File: src/include/scs_defines.svh
`ifndef SCS_DEFINES_SVH
`define SCS_DEFINES_SVH

// Register offsets
`define SCS_ADDR_IDENTITY 8'h0d
`define SCS_ADDR_CONTROL_ONE 8'h2a
`define SCS_ADDR_ACC_FIRST 8'h01
`define SCS_ADDR_ACC_LAST 8'h06
`define SCS_ADDR_MAG_FIRST 8'h33
`define SCS_ADDR_MAG_LAST 8'h38
`define SCS_ADDR_STEP 8'h01
`define SCS_ADDR_STEP_FAST 8'h02

// Fields of system_control_one
`define SCS_CTRL_RESET 8'h00
`define SCS_BIT_ACTIVE 0
`define SCS_BIT_FAST_READ 1
`define SCS_BIT_LOW_NOISE 2
`define SCS_RATE_LSB 3
`define SCS_RATE_MSB 5
`define SCS_SLEEP_LSB 6
`define SCS_SLEEP_MSB 7

// Identity value, arbitrary
`define SCS_IDENTITY_VALUE 8'h5a

// Timing: fastest sample period and system clock period
`define SCS_FASTEST_PERIOD_NS 1250000
`define SCS_CLK_PERIOD_NS 8
`define SCS_FASTEST_PERIOD_CYCLES (`SCS_FASTEST_PERIOD_NS / `SCS_CLK_PERIOD_NS)

// Sample period as a left shift of the fastest period
`define SCS_SHIFT_800HZ 4'h0
`define SCS_SHIFT_400HZ 4'h1
`define SCS_SHIFT_200HZ 4'h2
`define SCS_SHIFT_100HZ 4'h3
`define SCS_SHIFT_50HZ 4'h4
`define SCS_SHIFT_12HZ5 4'h6
`define SCS_SHIFT_6HZ25 4'h7
`define SCS_SHIFT_1HZ56 4'h9
`define SCS_SHIFT_HYBRID 4'h1
`define SCS_SHIFT_NONE 4'h0

`endif

File: src/include/scs_pkg.sv
package scs_pkg;
	typedef enum logic [1:0] {
		SCS_STANDBY,
		SCS_WAKE,
		SCS_SLEEP
	} scs_power_type;
	typedef logic [7:0] scs_byte_type;
	typedef logic [3:0] scs_shift_type;
endpackage

File: src/verilog/scs_rate_tick.sv
`include "scs_defines.svh"

// Free running sample tick; period is the base period shifted left
module scs_rate_tick #(
	parameter int BASE_CYCLES = `SCS_FASTEST_PERIOD_CYCLES,
	parameter int CNT_W = 32
) (
	input wire logic clk,
	input wire logic rst,
	input wire logic run,
	input wire scs_pkg::scs_shift_type shift,
	output logic tick_r
);
	logic [CNT_W-1:0] cnt_r;
	logic [CNT_W-1:0] cnt_nxt;
	logic tick_nxt;
	logic [CNT_W-1:0] limit;

	always_comb begin
		limit = (CNT_W'(BASE_CYCLES) << shift) - CNT_W'(1);
		cnt_nxt = cnt_r;
		tick_nxt = 1'b0;
		if (!run) begin
			cnt_nxt = '0;
		end else if (cnt_r >= limit) begin
			// Also restarts cleanly when the period shrinks mid count
			cnt_nxt = '0;
			tick_nxt = 1'b1;
		end else begin
			cnt_nxt = cnt_r + CNT_W'(1);
		end
	end

	always_ff @(posedge clk or posedge rst) begin
		if (rst) begin
			cnt_r <= '0;
			tick_r <= 1'b0;
		end else begin
			cnt_r <= cnt_nxt;
			tick_r <= tick_nxt;
		end
	end
endmodule

File: src/verilog/scs_burst_ptr.sv
`include "scs_defines.svh"

// Register address pointer for burst reads
module scs_burst_ptr (
	input wire logic clk,
	input wire logic rst,
	input wire logic load,
	input wire logic advance,
	input wire scs_pkg::scs_byte_type load_addr,
	input wire logic fast_read,
	input wire logic hybrid,
	input wire logic hyb_autoinc,
	output scs_pkg::scs_byte_type ptr_nxt,
	output scs_pkg::scs_byte_type ptr_r
);
	scs_pkg::scs_byte_type step;
	scs_pkg::scs_byte_type stepped;
	logic in_acc;
	logic in_mag;
	logic chain;

	always_comb begin
		in_acc = (ptr_r >= `SCS_ADDR_ACC_FIRST) && (ptr_r <= `SCS_ADDR_ACC_LAST);
		in_mag = (ptr_r >= `SCS_ADDR_MAG_FIRST) && (ptr_r <= `SCS_ADDR_MAG_LAST);
		chain = hybrid && hyb_autoinc;
		step = `SCS_ADDR_STEP;
		if (fast_read && (in_acc || (in_mag && chain))) begin
			step = `SCS_ADDR_STEP_FAST; // see RULE_11
		end
		stepped = ptr_r + step;
		ptr_nxt = ptr_r;
		if (load) begin
			ptr_nxt = load_addr;
		end else if (advance) begin
			ptr_nxt = stepped;
			if (chain && in_acc && stepped > `SCS_ADDR_ACC_LAST) begin
				ptr_nxt = `SCS_ADDR_MAG_FIRST; // see RULE_14 see RULE_12
			end else if (chain && in_mag && stepped > `SCS_ADDR_MAG_LAST) begin
				ptr_nxt = `SCS_ADDR_ACC_FIRST;
			end
		end
	end

	always_ff @(posedge clk or posedge rst) begin
		if (rst) begin
			ptr_r <= '0;
		end else begin
			ptr_r <= ptr_nxt;
		end
	end
endmodule

File: src/verilog/scs_sensor_ctrl.sv
// Notes on behaviour
// RULE_01 - A read-only eight-bit identity register sits at 0x0d and holds a fixed value.
// RULE_02 - The host puts the part in standby before changing any control field but active.
// RULE_03 - The two-bit sleep rate picks 50, 12.5, 6.25 or 1.56 Hz for auto-sleep sampling.
// RULE_04 - In auto-sleep the sleep rate replaces the selected output rate everywhere.
// RULE_05 - In hybrid operation the auto-sleep rate is half the encoded value.
// RULE_06 - The three-bit rate field picks 800 Hz down to 1.5625 Hz, 1.25 ms at the top.
// RULE_07 - Hybrid operation halves the output rate and doubles the sample period.
// RULE_08 - The active bit selects active at 1 and standby at 0 and resets to 0.
// RULE_09 - Low noise doubles the gain and is only for the 2 g or 4 g ranges.
// RULE_10 - In low noise no event with a threshold above 4 g ever triggers.
// RULE_11 - Fast read gives high bytes only and the burst pointer skips low bytes; here it skips at 0x33 to 0x38 only with hybrid chaining.
// RULE_12 - Fast read with hybrid chaining returns all high bytes in a 6-byte burst.
// RULE_13 - The host changes fast read only while the FIFO is disabled.
// RULE_14 - Hybrid chaining returns all twelve output bytes in a burst from 0x01.
// RULE_15 - While active, writes change only the active bit of the control register.
`include "scs_defines.svh"

module scs_sensor_ctrl #(
	parameter int BASE_PERIOD_CYCLES = `SCS_FASTEST_PERIOD_CYCLES,
	parameter int NUM_EVENTS = 4
) (
	input wire logic CLK_SYS,
	input wire logic RESET,
	input wire scs_pkg::scs_byte_type REG_ADDR,
	input wire scs_pkg::scs_byte_type REG_WDATA,
	input wire logic REG_WRITE,
	input wire logic REG_READ_FIRST,
	input wire logic REG_READ_NEXT,
	input wire logic HYBRID_MODE,
	input wire logic HYBRID_AUTOINC,
	input wire logic AUTO_SLEEP,
	input wire logic [NUM_EVENTS-1:0] EVT_DETECT,
	input wire logic [NUM_EVENTS-1:0] EVT_ABOVE_4G,
	output scs_pkg::scs_byte_type REG_RDATA,
	output logic REG_RVALID,
	output logic REG_RHIT,
	output scs_pkg::scs_byte_type REG_RADDR,
	output logic ACTIVE_MODE,
	output logic FAST_READ,
	output logic LOW_NOISE_GAIN,
	output scs_pkg::scs_power_type POWER_STATE,
	output scs_pkg::scs_shift_type RATE_SHIFT,
	output logic SAMPLE_TICK,
	output logic [NUM_EVENTS-1:0] EVT_TRIGGER
);
	// Three-bit output rate code to period shift
	function automatic scs_pkg::scs_shift_type rate_shift(input logic [2:0] code);
		scs_pkg::scs_shift_type s;
		unique case (code)
			3'h0: s = `SCS_SHIFT_800HZ;
			3'h1: s = `SCS_SHIFT_400HZ;
			3'h2: s = `SCS_SHIFT_200HZ;
			3'h3: s = `SCS_SHIFT_100HZ;
			3'h4: s = `SCS_SHIFT_50HZ;
			3'h5: s = `SCS_SHIFT_12HZ5;
			3'h6: s = `SCS_SHIFT_6HZ25;
			3'h7: s = `SCS_SHIFT_1HZ56;
		endcase
		return s;
	endfunction

	// Two-bit sleep rate code to period shift
	function automatic scs_pkg::scs_shift_type sleep_shift(input logic [1:0] code);
		scs_pkg::scs_shift_type s;
		unique case (code)
			2'h0: s = `SCS_SHIFT_50HZ;
			2'h1: s = `SCS_SHIFT_12HZ5;
			2'h2: s = `SCS_SHIFT_6HZ25;
			2'h3: s = `SCS_SHIFT_1HZ56;
		endcase
		return s;
	endfunction

	// Read decode, used for the data and for the hit flag
	function automatic logic reg_hit(input scs_pkg::scs_byte_type a);
		return (a == `SCS_ADDR_IDENTITY) || (a == `SCS_ADDR_CONTROL_ONE);
	endfunction

	// Control register
	scs_pkg::scs_byte_type ctrl_r;
	scs_pkg::scs_byte_type ctrl_nxt;
	logic ctrl_active;
	logic ctrl_fast;
	logic ctrl_noise;
	logic [2:0] ctrl_rate;
	logic [1:0] ctrl_sleep;

	assign ctrl_active = ctrl_r[`SCS_BIT_ACTIVE];
	assign ctrl_fast = ctrl_r[`SCS_BIT_FAST_READ];
	assign ctrl_noise = ctrl_r[`SCS_BIT_LOW_NOISE];
	assign ctrl_rate = ctrl_r[`SCS_RATE_MSB:`SCS_RATE_LSB];
	assign ctrl_sleep = ctrl_r[`SCS_SLEEP_MSB:`SCS_SLEEP_LSB];

	always_comb begin
		ctrl_nxt = ctrl_r;
		// Writes to any other address are dropped with no answer
		if (REG_WRITE && REG_ADDR == `SCS_ADDR_CONTROL_ONE) begin
			if (ctrl_active) begin
				// Only the mode bit follows the write while sampling; see RULE_15 see RULE_02
				ctrl_nxt[`SCS_BIT_ACTIVE] = REG_WDATA[`SCS_BIT_ACTIVE];
			end else begin
				ctrl_nxt = REG_WDATA;
			end
		end
	end

	always_ff @(posedge CLK_SYS or posedge RESET) begin
		if (RESET) begin
			ctrl_r <= `SCS_CTRL_RESET; // see RULE_08
		end else begin
			ctrl_r <= ctrl_nxt;
		end
	end

	// Power state
	scs_pkg::scs_power_type power_r;
	scs_pkg::scs_power_type power_nxt;

	always_comb begin
		power_nxt = power_r;
		unique case (power_r)
			scs_pkg::SCS_STANDBY: begin
				if (ctrl_active) begin
					power_nxt = scs_pkg::SCS_WAKE; // see RULE_08
				end
			end
			scs_pkg::SCS_WAKE: begin
				if (!ctrl_active) begin
					power_nxt = scs_pkg::SCS_STANDBY;
				end else if (AUTO_SLEEP) begin
					power_nxt = scs_pkg::SCS_SLEEP;
				end
			end
			scs_pkg::SCS_SLEEP: begin
				if (!ctrl_active) begin
					power_nxt = scs_pkg::SCS_STANDBY;
				end else if (!AUTO_SLEEP) begin
					power_nxt = scs_pkg::SCS_WAKE;
				end
			end
			default: begin
				// Unused code falls back to standby
				power_nxt = scs_pkg::SCS_STANDBY;
			end
		endcase
	end

	always_ff @(posedge CLK_SYS or posedge RESET) begin
		if (RESET) begin
			power_r <= scs_pkg::SCS_STANDBY;
		end else begin
			power_r <= power_nxt;
		end
	end

	// Effective sample period
	scs_pkg::scs_shift_type shift_r;
	scs_pkg::scs_shift_type shift_nxt;
	scs_pkg::scs_shift_type shift_base;

	always_comb begin
		if (power_r == scs_pkg::SCS_SLEEP) begin
			shift_base = sleep_shift(ctrl_sleep); // see RULE_03 see RULE_04
		end else begin
			shift_base = rate_shift(ctrl_rate); // see RULE_06
		end
		// Hybrid halves every rate, so the period doubles once more
		if (HYBRID_MODE) begin
			shift_nxt = shift_base + `SCS_SHIFT_HYBRID; // see RULE_05 see RULE_07
		end else begin
			shift_nxt = shift_base + `SCS_SHIFT_NONE;
		end
	end

	always_ff @(posedge CLK_SYS or posedge RESET) begin
		if (RESET) begin
			shift_r <= `SCS_SHIFT_NONE;
		end else begin
			shift_r <= shift_nxt;
		end
	end

	// Standby holds the tick counter cleared
	logic tick_run;
	logic tick;

	assign tick_run = power_r != scs_pkg::SCS_STANDBY;

	scs_rate_tick #(
		.BASE_CYCLES(BASE_PERIOD_CYCLES)
	) u_rate (
		.clk(CLK_SYS),
		.rst(RESET),
		.run(tick_run),
		.shift(shift_r),
		.tick_r(tick)
	);

	// Burst pointer and read data
	scs_pkg::scs_byte_type ptr_nxt;
	scs_pkg::scs_byte_type ptr_cur;

	scs_burst_ptr u_ptr (
		.clk(CLK_SYS),
		.rst(RESET),
		.load(REG_READ_FIRST),
		.advance(REG_READ_NEXT),
		.load_addr(REG_ADDR),
		.fast_read(ctrl_fast),
		.hybrid(HYBRID_MODE),
		.hyb_autoinc(HYBRID_AUTOINC),
		.ptr_nxt(ptr_nxt),
		.ptr_r(ptr_cur)
	);

	scs_pkg::scs_byte_type rdata_r;
	scs_pkg::scs_byte_type rdata_nxt;
	logic rvalid_r;
	logic rvalid_nxt;
	logic rhit_r;
	logic rhit_nxt;

	always_comb begin
		rvalid_nxt = REG_READ_FIRST || REG_READ_NEXT;
		rhit_nxt = rvalid_nxt && reg_hit(ptr_nxt);
		rdata_nxt = '0;
		// Data follows the moved pointer, so a burst returns the new address
		if (rhit_nxt) begin
			case (ptr_nxt)
				`SCS_ADDR_IDENTITY: begin
					rdata_nxt = `SCS_IDENTITY_VALUE; // see RULE_01
				end
				`SCS_ADDR_CONTROL_ONE: begin
					rdata_nxt = ctrl_r;
				end
				default: begin
					rdata_nxt = '0;
				end
			endcase
		end
	end

	always_ff @(posedge CLK_SYS or posedge RESET) begin
		if (RESET) begin
			rdata_r <= '0;
			rvalid_r <= 1'b0;
			rhit_r <= 1'b0;
		end else begin
			rdata_r <= rdata_nxt;
			rvalid_r <= rvalid_nxt;
			rhit_r <= rhit_nxt;
		end
	end

	// Event gating; high thresholds cannot be reached with doubled gain
	logic [NUM_EVENTS-1:0] evt_r;
	logic [NUM_EVENTS-1:0] evt_nxt;

	genvar gi;
	generate
		for (gi = 0; gi < NUM_EVENTS; gi++) begin : g_evt
			always_comb begin
				evt_nxt[gi] = EVT_DETECT[gi] && !(ctrl_noise && EVT_ABOVE_4G[gi]); // see RULE_10
			end
		end
	endgenerate

	always_ff @(posedge CLK_SYS or posedge RESET) begin
		if (RESET) begin
			evt_r <= '0;
		end else begin
			evt_r <= evt_nxt;
		end
	end

	// Output registers
	// Mode copies lag the control register by one cycle
	logic tick_r;
	logic gain_r;
	logic fast_r;

	always_ff @(posedge CLK_SYS or posedge RESET) begin
		if (RESET) begin
			tick_r <= 1'b0;
			gain_r <= 1'b0;
			fast_r <= 1'b0;
		end else begin
			tick_r <= tick;
			gain_r <= ctrl_noise; // see RULE_09
			fast_r <= ctrl_fast; // see RULE_11
		end
	end

	assign REG_RDATA = rdata_r;
	assign REG_RVALID = rvalid_r;
	assign REG_RHIT = rhit_r;
	assign REG_RADDR = ptr_cur;
	assign ACTIVE_MODE = ctrl_r[`SCS_BIT_ACTIVE];
	assign FAST_READ = fast_r;
	assign LOW_NOISE_GAIN = gain_r;
	assign POWER_STATE = power_r;
	assign RATE_SHIFT = shift_r;
	assign SAMPLE_TICK = tick_r;
	assign EVT_TRIGGER = evt_r;
endmodule

File: config.mk
export PLATFORM = sky130hd
export DESIGN_NAME = scs_sensor_ctrl
export DESIGN_NICKNAME = d
export VERILOG_FILES = /design/src/include/scs_pkg.sv /design/src/verilog/scs_rate_tick.sv /design/src/verilog/scs_burst_ptr.sv /design/src/verilog/scs_sensor_ctrl.sv
export VERILOG_INCLUDE_DIRS = /design/src /design/src/include
export SDC_FILE = /design/constraint.sdc
export NUM_CORES = 1
export LEC_CHECK = 0
export ABC_AREA = 1
export BUFFER_PORTS_ARGS = -buffer_cell sky130_fd_sc_hd__buf_2
export CAP_MARGIN = 10
export CORE_MARGIN = 1.5
export CORE_UTILIZATION = 32
export DETAILED_ROUTE_END_ITERATION = 8
export PLACE_DENSITY = 0.47
export SYNTH_ARGS = -nofsm -noshare
export SYNTH_HDL_FRONTEND = slang
export SYNTH_SLANG_ARGS = --single-unit
File: constraint.sdc
create_clock -name CLK_SYS -period 4.15 [get_ports CLK_SYS]
set_clock_uncertainty 0.05 [all_clocks]
set_input_delay 0.415 -clock CLK_SYS [delete_from_list [all_inputs] [get_ports CLK_SYS]]
set_output_delay 0.415 -clock CLK_SYS [all_outputs]
set_load 0.1 [all_outputs]
# Word-level counts from Yosys, hierarchy flattened
# Memories as Yosys holds them, arrays and structs flattened.
# Cells that the tools add are included.
[classes]
add_sub_neg = 4
n_lt_le_gt_ge = 7
n_eq_ne = 11
n_shift = 1
n_mux = 20
bitwise_logic = 1
reduce_logical = 30
[ops]
columns = ["operator", "n"]
rows = [
  ["32-bit two-way mux", 2],
  ["8-bit two-way mux", 5],
  ["32-bit by 1-bit adder with 32-bit output, second input constant", 1],
  ["32-bit >= comparator", 1],
  ["18-bit by 4-bit left shift with 32-bit output, first input constant", 1],
  ["32-bit by 2-bit subtractor with 32-bit output, second input constant", 1],
  ["1-bit logical AND", 18],
  ["8-bit by 6-bit == test with 1-bit output, second input constant", 2],
  ["4-bit one-hot mux with 4 select lines", 1],
  ["8-bit one-hot mux with 2 select lines", 1],
  ["2-bit two-way mux", 6],
  ["8-bit by 2-bit adder with 8-bit output", 1],
  ["8-bit by 4-bit == test with 1-bit output, second input constant", 1],
  ["8-bit by 1-bit >= comparator with 1-bit output, second input constant", 1],
  ["8-bit by 6-bit >= comparator with 1-bit output, second input constant", 1],
  ["8-bit by 3-bit greater-than comparator with 1-bit output, second input constant", 1],
  ["8-bit by 6-bit greater-than comparator with 1-bit output, second input constant", 1],
  ["8-bit by 3-bit less-or-equal comparator with 1-bit output, second input constant", 1],
  ["8-bit by 6-bit less-or-equal comparator with 1-bit output, second input constant", 1],
  ["4-bit two-way mux", 2],
  ["2-bit == test, second input constant", 3],
  ["3-bit != test, second input constant", 2],
  ["2-bit one-hot mux with 3 select lines", 1],
  ["4-bit by 1-bit adder with 4-bit output, second input constant", 1],
  ["other kinds (10)", 18],
]
[totals]
register_bits = 72
rom_bits = 32
in_bits = 32
wordCells = 89
n_memories = 1
[mem_list]
columns = ["memory", "words", "word_bits", "rd", "rd_clocked_by_memory_dff", "write_ports", "line_no", "source"]
rows = [
  ["(name not given)", 8, 4, 1, 0, 0, "scs_sensor_ctrl.sv:50", "unique case (code)"],
]

# Depth between registers and ports, before layout
[logic_depth]
ltp_word = 17
ltp_mapped = 29
ltp_nobuf = 28

# Cells and area by module
# A second synthesis with hierarchy kept.
[hier_totals]
hier_cells = 913
hier_area_um2 = 6095.8
[by_module_without_submodules]
columns = ["mod", "instances", "cells_per_inst", "area_each_um2", "seq_area_each_um2"]
rows = [
  ["scs_rate_tick", 1, 605, 3767.4, 825.8],
  ["scs_sensor_ctrl", 1, 149, 1387.6, 775.7],
  ["scs_burst_ptr", 1, 159, 940.9, 200.2],
]

# Least setup slack after synthesis
# No wires, ideal clock.
[synth_timing]
path_kind = "register to register"
from = "reg shift_r[0], in the netlist RATE_SHIFT[0]"
to = "reg u_rate.cnt_r[10]"
setup_ps = 131
arrival_ps = 3780
required_ps = 3969
path_slack_ps = 190
stages_incl_launch_ff = 24
path_buffers = 1
period_less_slack_ps = 3960
cell_sequence = "dfrtp_1 inv_1 ha_1 inv_1 nor2_1 inv_1 nor2_1 inv_1 ha_1 inv_1 nor2_1 nand2_1 inv_1 nand3_1 xnor2_1 ha_1 nand2_1 nor2_1 a21oi_1 nand2_1 nand3_1 nand3_1 clkbuf_1 nor2_1"
[synth_via]
elab_chain_len = 5
[synth_rtl]
columns = ["item", "line_no", "source"]
rows = [
  ["from (decl)", "scs_sensor_ctrl.sv:158", "scs_pkg::scs_shift_type shift_r;"],
  ["from (signal assigned)", "scs_sensor_ctrl.sv:178", "shift_r <= `SCS_SHIFT_NONE;"],
  ["from (signal assigned)", "scs_sensor_ctrl.sv:180", "shift_r <= shift_nxt;"],
  ["18-bit by 4-bit left shift with 32-bit output", "scs_rate_tick.sv:20", "limit = (CNT_W'(BASE_CYCLES) << shift) - CNT_W'(1);"],
  ["32-bit by 2-bit subtractor with 32-bit output", "scs_rate_tick.sv:20", ""],
  ["32-bit >= comparator", "scs_rate_tick.sv:25", "end else if (cnt_r >= limit) begin"],
  ["32-bit two-way mux", "scs_rate_tick.sv:25", ""],
  ["32-bit two-way mux", "scs_rate_tick.sv:23", "if (!run) begin"],
  ["net u_rate.cnt_nxt[10]", "scs_rate_tick.sv:15", "logic [CNT_W-1:0] cnt_nxt;"],
  ["to (signal assigned)", "scs_rate_tick.sv:39", "cnt_r <= cnt_nxt;"],
  ["to (decl)", "scs_rate_tick.sv:14", "logic [CNT_W-1:0] cnt_r;"],
]
# The timed path passes the listed nets, and every way through them passes these cells.
# A chain may end at the register's enable or synchronous reset.

# Worst setup path in the final report
[layout_timing]
from = "reg shift_r[0], in the netlist RATE_SHIFT[0]"
to = "reg u_rate.cnt_r[7]"
# Same word-level chain as after synthesis.

==> results.cfg <==
[layout]
area_growth_pct = 17.4
nFillCells = 1607
n_antenna_cell = 0
nets = 811
drive_above_1_share_pct = 16.5

[setup_path]
worstPathRequired_ns = 4.35
r2r-start = RATE_SHIFT[0]$_DFF_PP0_
cp_cell_sequence = inv_1 -> ha_1 -> inv_1 -> nor2_1 -> inv_1 -> nor2_1 -> inv_1 -> ha_1 -> inv_1 -> nor2_1 -> nand2_1 -> inv_1 -> nand3_1 -> xnor2_1 -> ha_1 -> a21oi_1 -> o21ai_0 -> a21oi_1 -> nand2_1 -> nand3_1 -> nand3_1 -> buf_4 -> nor3b_1
crit_path_end = u_rate.cnt_r[7]$_DFF_PP0_
critPathLaunch = RATE_SHIFT[0]$_DFF_PP0_
cp_max_fo = 28
slowest_stage = dfrtp_1
path_class = reg -> reg
r2r_setup_slack_ns = 0.53
crit_top_cell = inv_1
critPathArrivalTime_ns = 3.82
reg2regPathDepth = 23
setup.worst_path.end_class = register
startpoint_type = register
cp_slowest_stage_delay_ns = 0.49
r2r_end = u_rate.cnt_r[7]$_DFF_PP0_

[detailed_routing]
viasPerCell = 4.75
final_antenna_net_count = 0
drt_iter0_markers = 221
wl_um = 13400
dr.pass1.iters = 4
wl_per_cell_um = 14.1
drc_errors = 0
num_vias = 4507

[sta]
setup_violations = 0
rsz0062_at_grt = no
fin_setup_tns_ns = 0
tightest_slew_ns = 0.716
fin_crit_ns = 3.62
maxSlewViolCount = 0
fin_crit_sh_pct = 87.1
slew_headroom_pct = 52.2
hold_ws_ns = 0.140
timing.fmax_mhz = 277
hold_viol_final = 0

[grt]
grt_use_met1_pct = 23.0
grt_max_degree = 40
grt_pass1_wl_um = 22700
track_usage_pct = 17.5
overflow = 0
busiest_layer = met2
grtUsageMet2_pct = 28.7
grt.met3_usage_pct = 4.41
grt_pass1_vias = 4640
antenna_found_initial = 0

[status]
status = finished clean

[cts]
cts_buffer_depth = 2
post_cts_buffers = 0
clock-root-buffer = clkbuf_16
cts_hold_buffers = 0
cts-buffers-inserted = 9
insertion_delay_ns = 0.34
cts-htree-levels = 3
clock-sinks = 72
tritoncts = done
clk_pin_slew_ns = 0.06

[power]
p_leak_nw = 2.98
p_seq_share_pct = 32.9
irDropWorstVdd_mv = 0.241
power_switching_mw = 0.943
p_per_area_nw_per_um2 = 407
p_comb_share_pct = 33.3
p_clk_share_pct = 33.9
p_int_mw = 1.48
swShare_pct = 38.9

[yosys]
syn_area_per_cell_um2 = 7.64
synth-seq-area-share_pct = 35.5
synthFlopType = dfrtp_1
synth.area.top_cells = dfrtp_1 (36%), ha_1 (11%), nand2_1 (9.5%)
yosysUniqueCellTypes = 43
yosys.area.top_type_share_pct = 35.5
syn_area_um2 = 5070
synth_nets = 742
synth-seq-cells = 72
synth_warnings = 0
synth_edf_count = 0
synthCells = 664
yosys.area.top_type = dfrtp_1
postSynth.asyncResetShare_pct = 100

[placed_design]
dpl.hpwl_um = 10600
port_buffers = 63
gp_congestion = 0.849

[floorplanning]
rows = 45
start_util_pct = 33.0
pin_count = 64
die_area_um2 = 16600
die_y_um = 129
core_area_um2 = 15400
die_w_um = 129

[worst_hold_path]
hold_path.class = in -> async

[run]
max-cap-violations = 0
## routing by layer
layer | routed length [um] | vias to the layer above
li1 | - | 2298
met2 | 6110 | 108
met3 | 758 | 17
met1 | 6340 | 2084
met5 | 0 | -
met4 | 209 | 0
## critical path: cells and delay by family (launching register included)
family                   cells  cell delay [ns]
AO/OA/AOI/OAI                3             0.35
adder cells (fa/ha/maj)      3             0.78
XOR/XNOR                     1             0.16
buffers and inverters        7             0.77
flip-flops                   1             0.49
AND/OR/NAND/NOR              9             0.93
## how the worst min path moves through the flow
stage / start / to / slack [ns] / depth (start not counted)
CTS: RESET / POWER_STATE[1]$_DFFE_PP0P_ / 0.16 / 2
detailed placement: u_rate.tick_r$_DFF_PP0_ / SAMPLE_TICK$_DFF_PP0_ / 0.29 / 0
global placement: u_rate.tick_r$_DFF_PP0_ / SAMPLE_TICK$_DFF_PP0_ / 0.29 / 0
global route: RESET / POWER_STATE[1]$_DFFE_PP0P_ / 0.20 / 2
finish: RESET / POWER_STATE[1]$_DFFE_PP0P_ / 0.14 / 2
floorplan: u_rate.tick_r$_DFF_PP0_ / SAMPLE_TICK$_DFF_PP0_ / 0.28 / 0
## cell families after synthesis
logic type	share of synthesized area, %
buf+inv	7.35
simple gates	28.6
compound gates	9.42
xor+xnor	6.04
fa+ha+maj	11.5
flops	35.5
mux	1.55
## power by group through the flow
stage                     Sequential, mW  Clock, mW  Combinational, mW
after floorplan                    0.963          0              0.454
after global placement             0.808          0              0.802
after detailed placement           0.809          0              0.809
after CTS                          0.797      0.850              0.814
after global routing               0.805      0.877              0.909
final                              0.797      0.821              0.807
## through the flow
step | cells | cell area (um^2) | setup WS (ns) | util, % | power, mW
after floorplan | 664 | 5070 | 0.190 | - | 1.42
after global placement | 933 | 5640 | 0.403 | 36.7 | 1.61
after detailed placement | 933 | 5640 | 0.359 | 36.7 | 1.62
after CTS | 949 | 5960 | 0.332 | 38.7 | 2.46
after global routing | 949 | 5960 | 0.0870 | 38.8 | 2.59
final | 949 | 5960 | 0.535 | 38.8 | 2.43
## placed cells by master (no fill, tap or decap), types with 5 or more instances in the layout
cell type  count
o22ai_1        5
xor2_1        26
nand2_1      128
mux2_2         7
xnor2_1        9
buf_2         63
nand3_1       29
nand2_2       10
inv_1         82
a21oi_1       33
nor2_1        97
buf_4          5
o21ai_0       29
clkbuf_16      9
nand4_1       15
ha_1          45
nor2_2         7
dfrtp_1       71
nor3_1        23
## area by class of cell
class / instances / area [um^2] / share of cell area [%]
clock buffer: 12 / 267 / 4.47
tap: 211 / 264 / 4.43
sequential: 72 / 1800 / 30.3
timing repair buffer: 68 / 353 / 5.92
multi-input combinational: 497 / 2900 / 48.7
inverter: 85 / 319 / 5.35
clock inverter: 4 / 51.3 / 0.861
## state kept, by name, indices dropped and copies added, names as in the netlist, 2 cells and up
name          cells
u_ptr.ptr_r       8
POWER_STATE       2
RATE_SHIFT        4
EVT_TRIGGER       4
ctrl_r            8
REG_RDATA         8
u_rate.cnt_r     32
## synthesized netlist by cell type (4+ instances only)
library cell  count
xor2_1           26
o22ai_1           5
xnor2_1           9
inv_1            83
ha_1             45
nand2_2          10
nand3_1          29
a21oi_1          33
mux2_2            7
o21ai_0          29
nand4_1          15
a21boi_0          4
nand2_1         128
nor3_1           23
dfrtp_1          72
nor2_1           97
nor2_2            7
clkbuf_1          7
## timing repair
action / in CTS / in global routing
setup endpoints to repair: 0 / 5
endpoints found under the hold margin: 0 / 0
gates resized for setup: 0 / 2
Note: power is estimated with default switching activity, not from simulation.
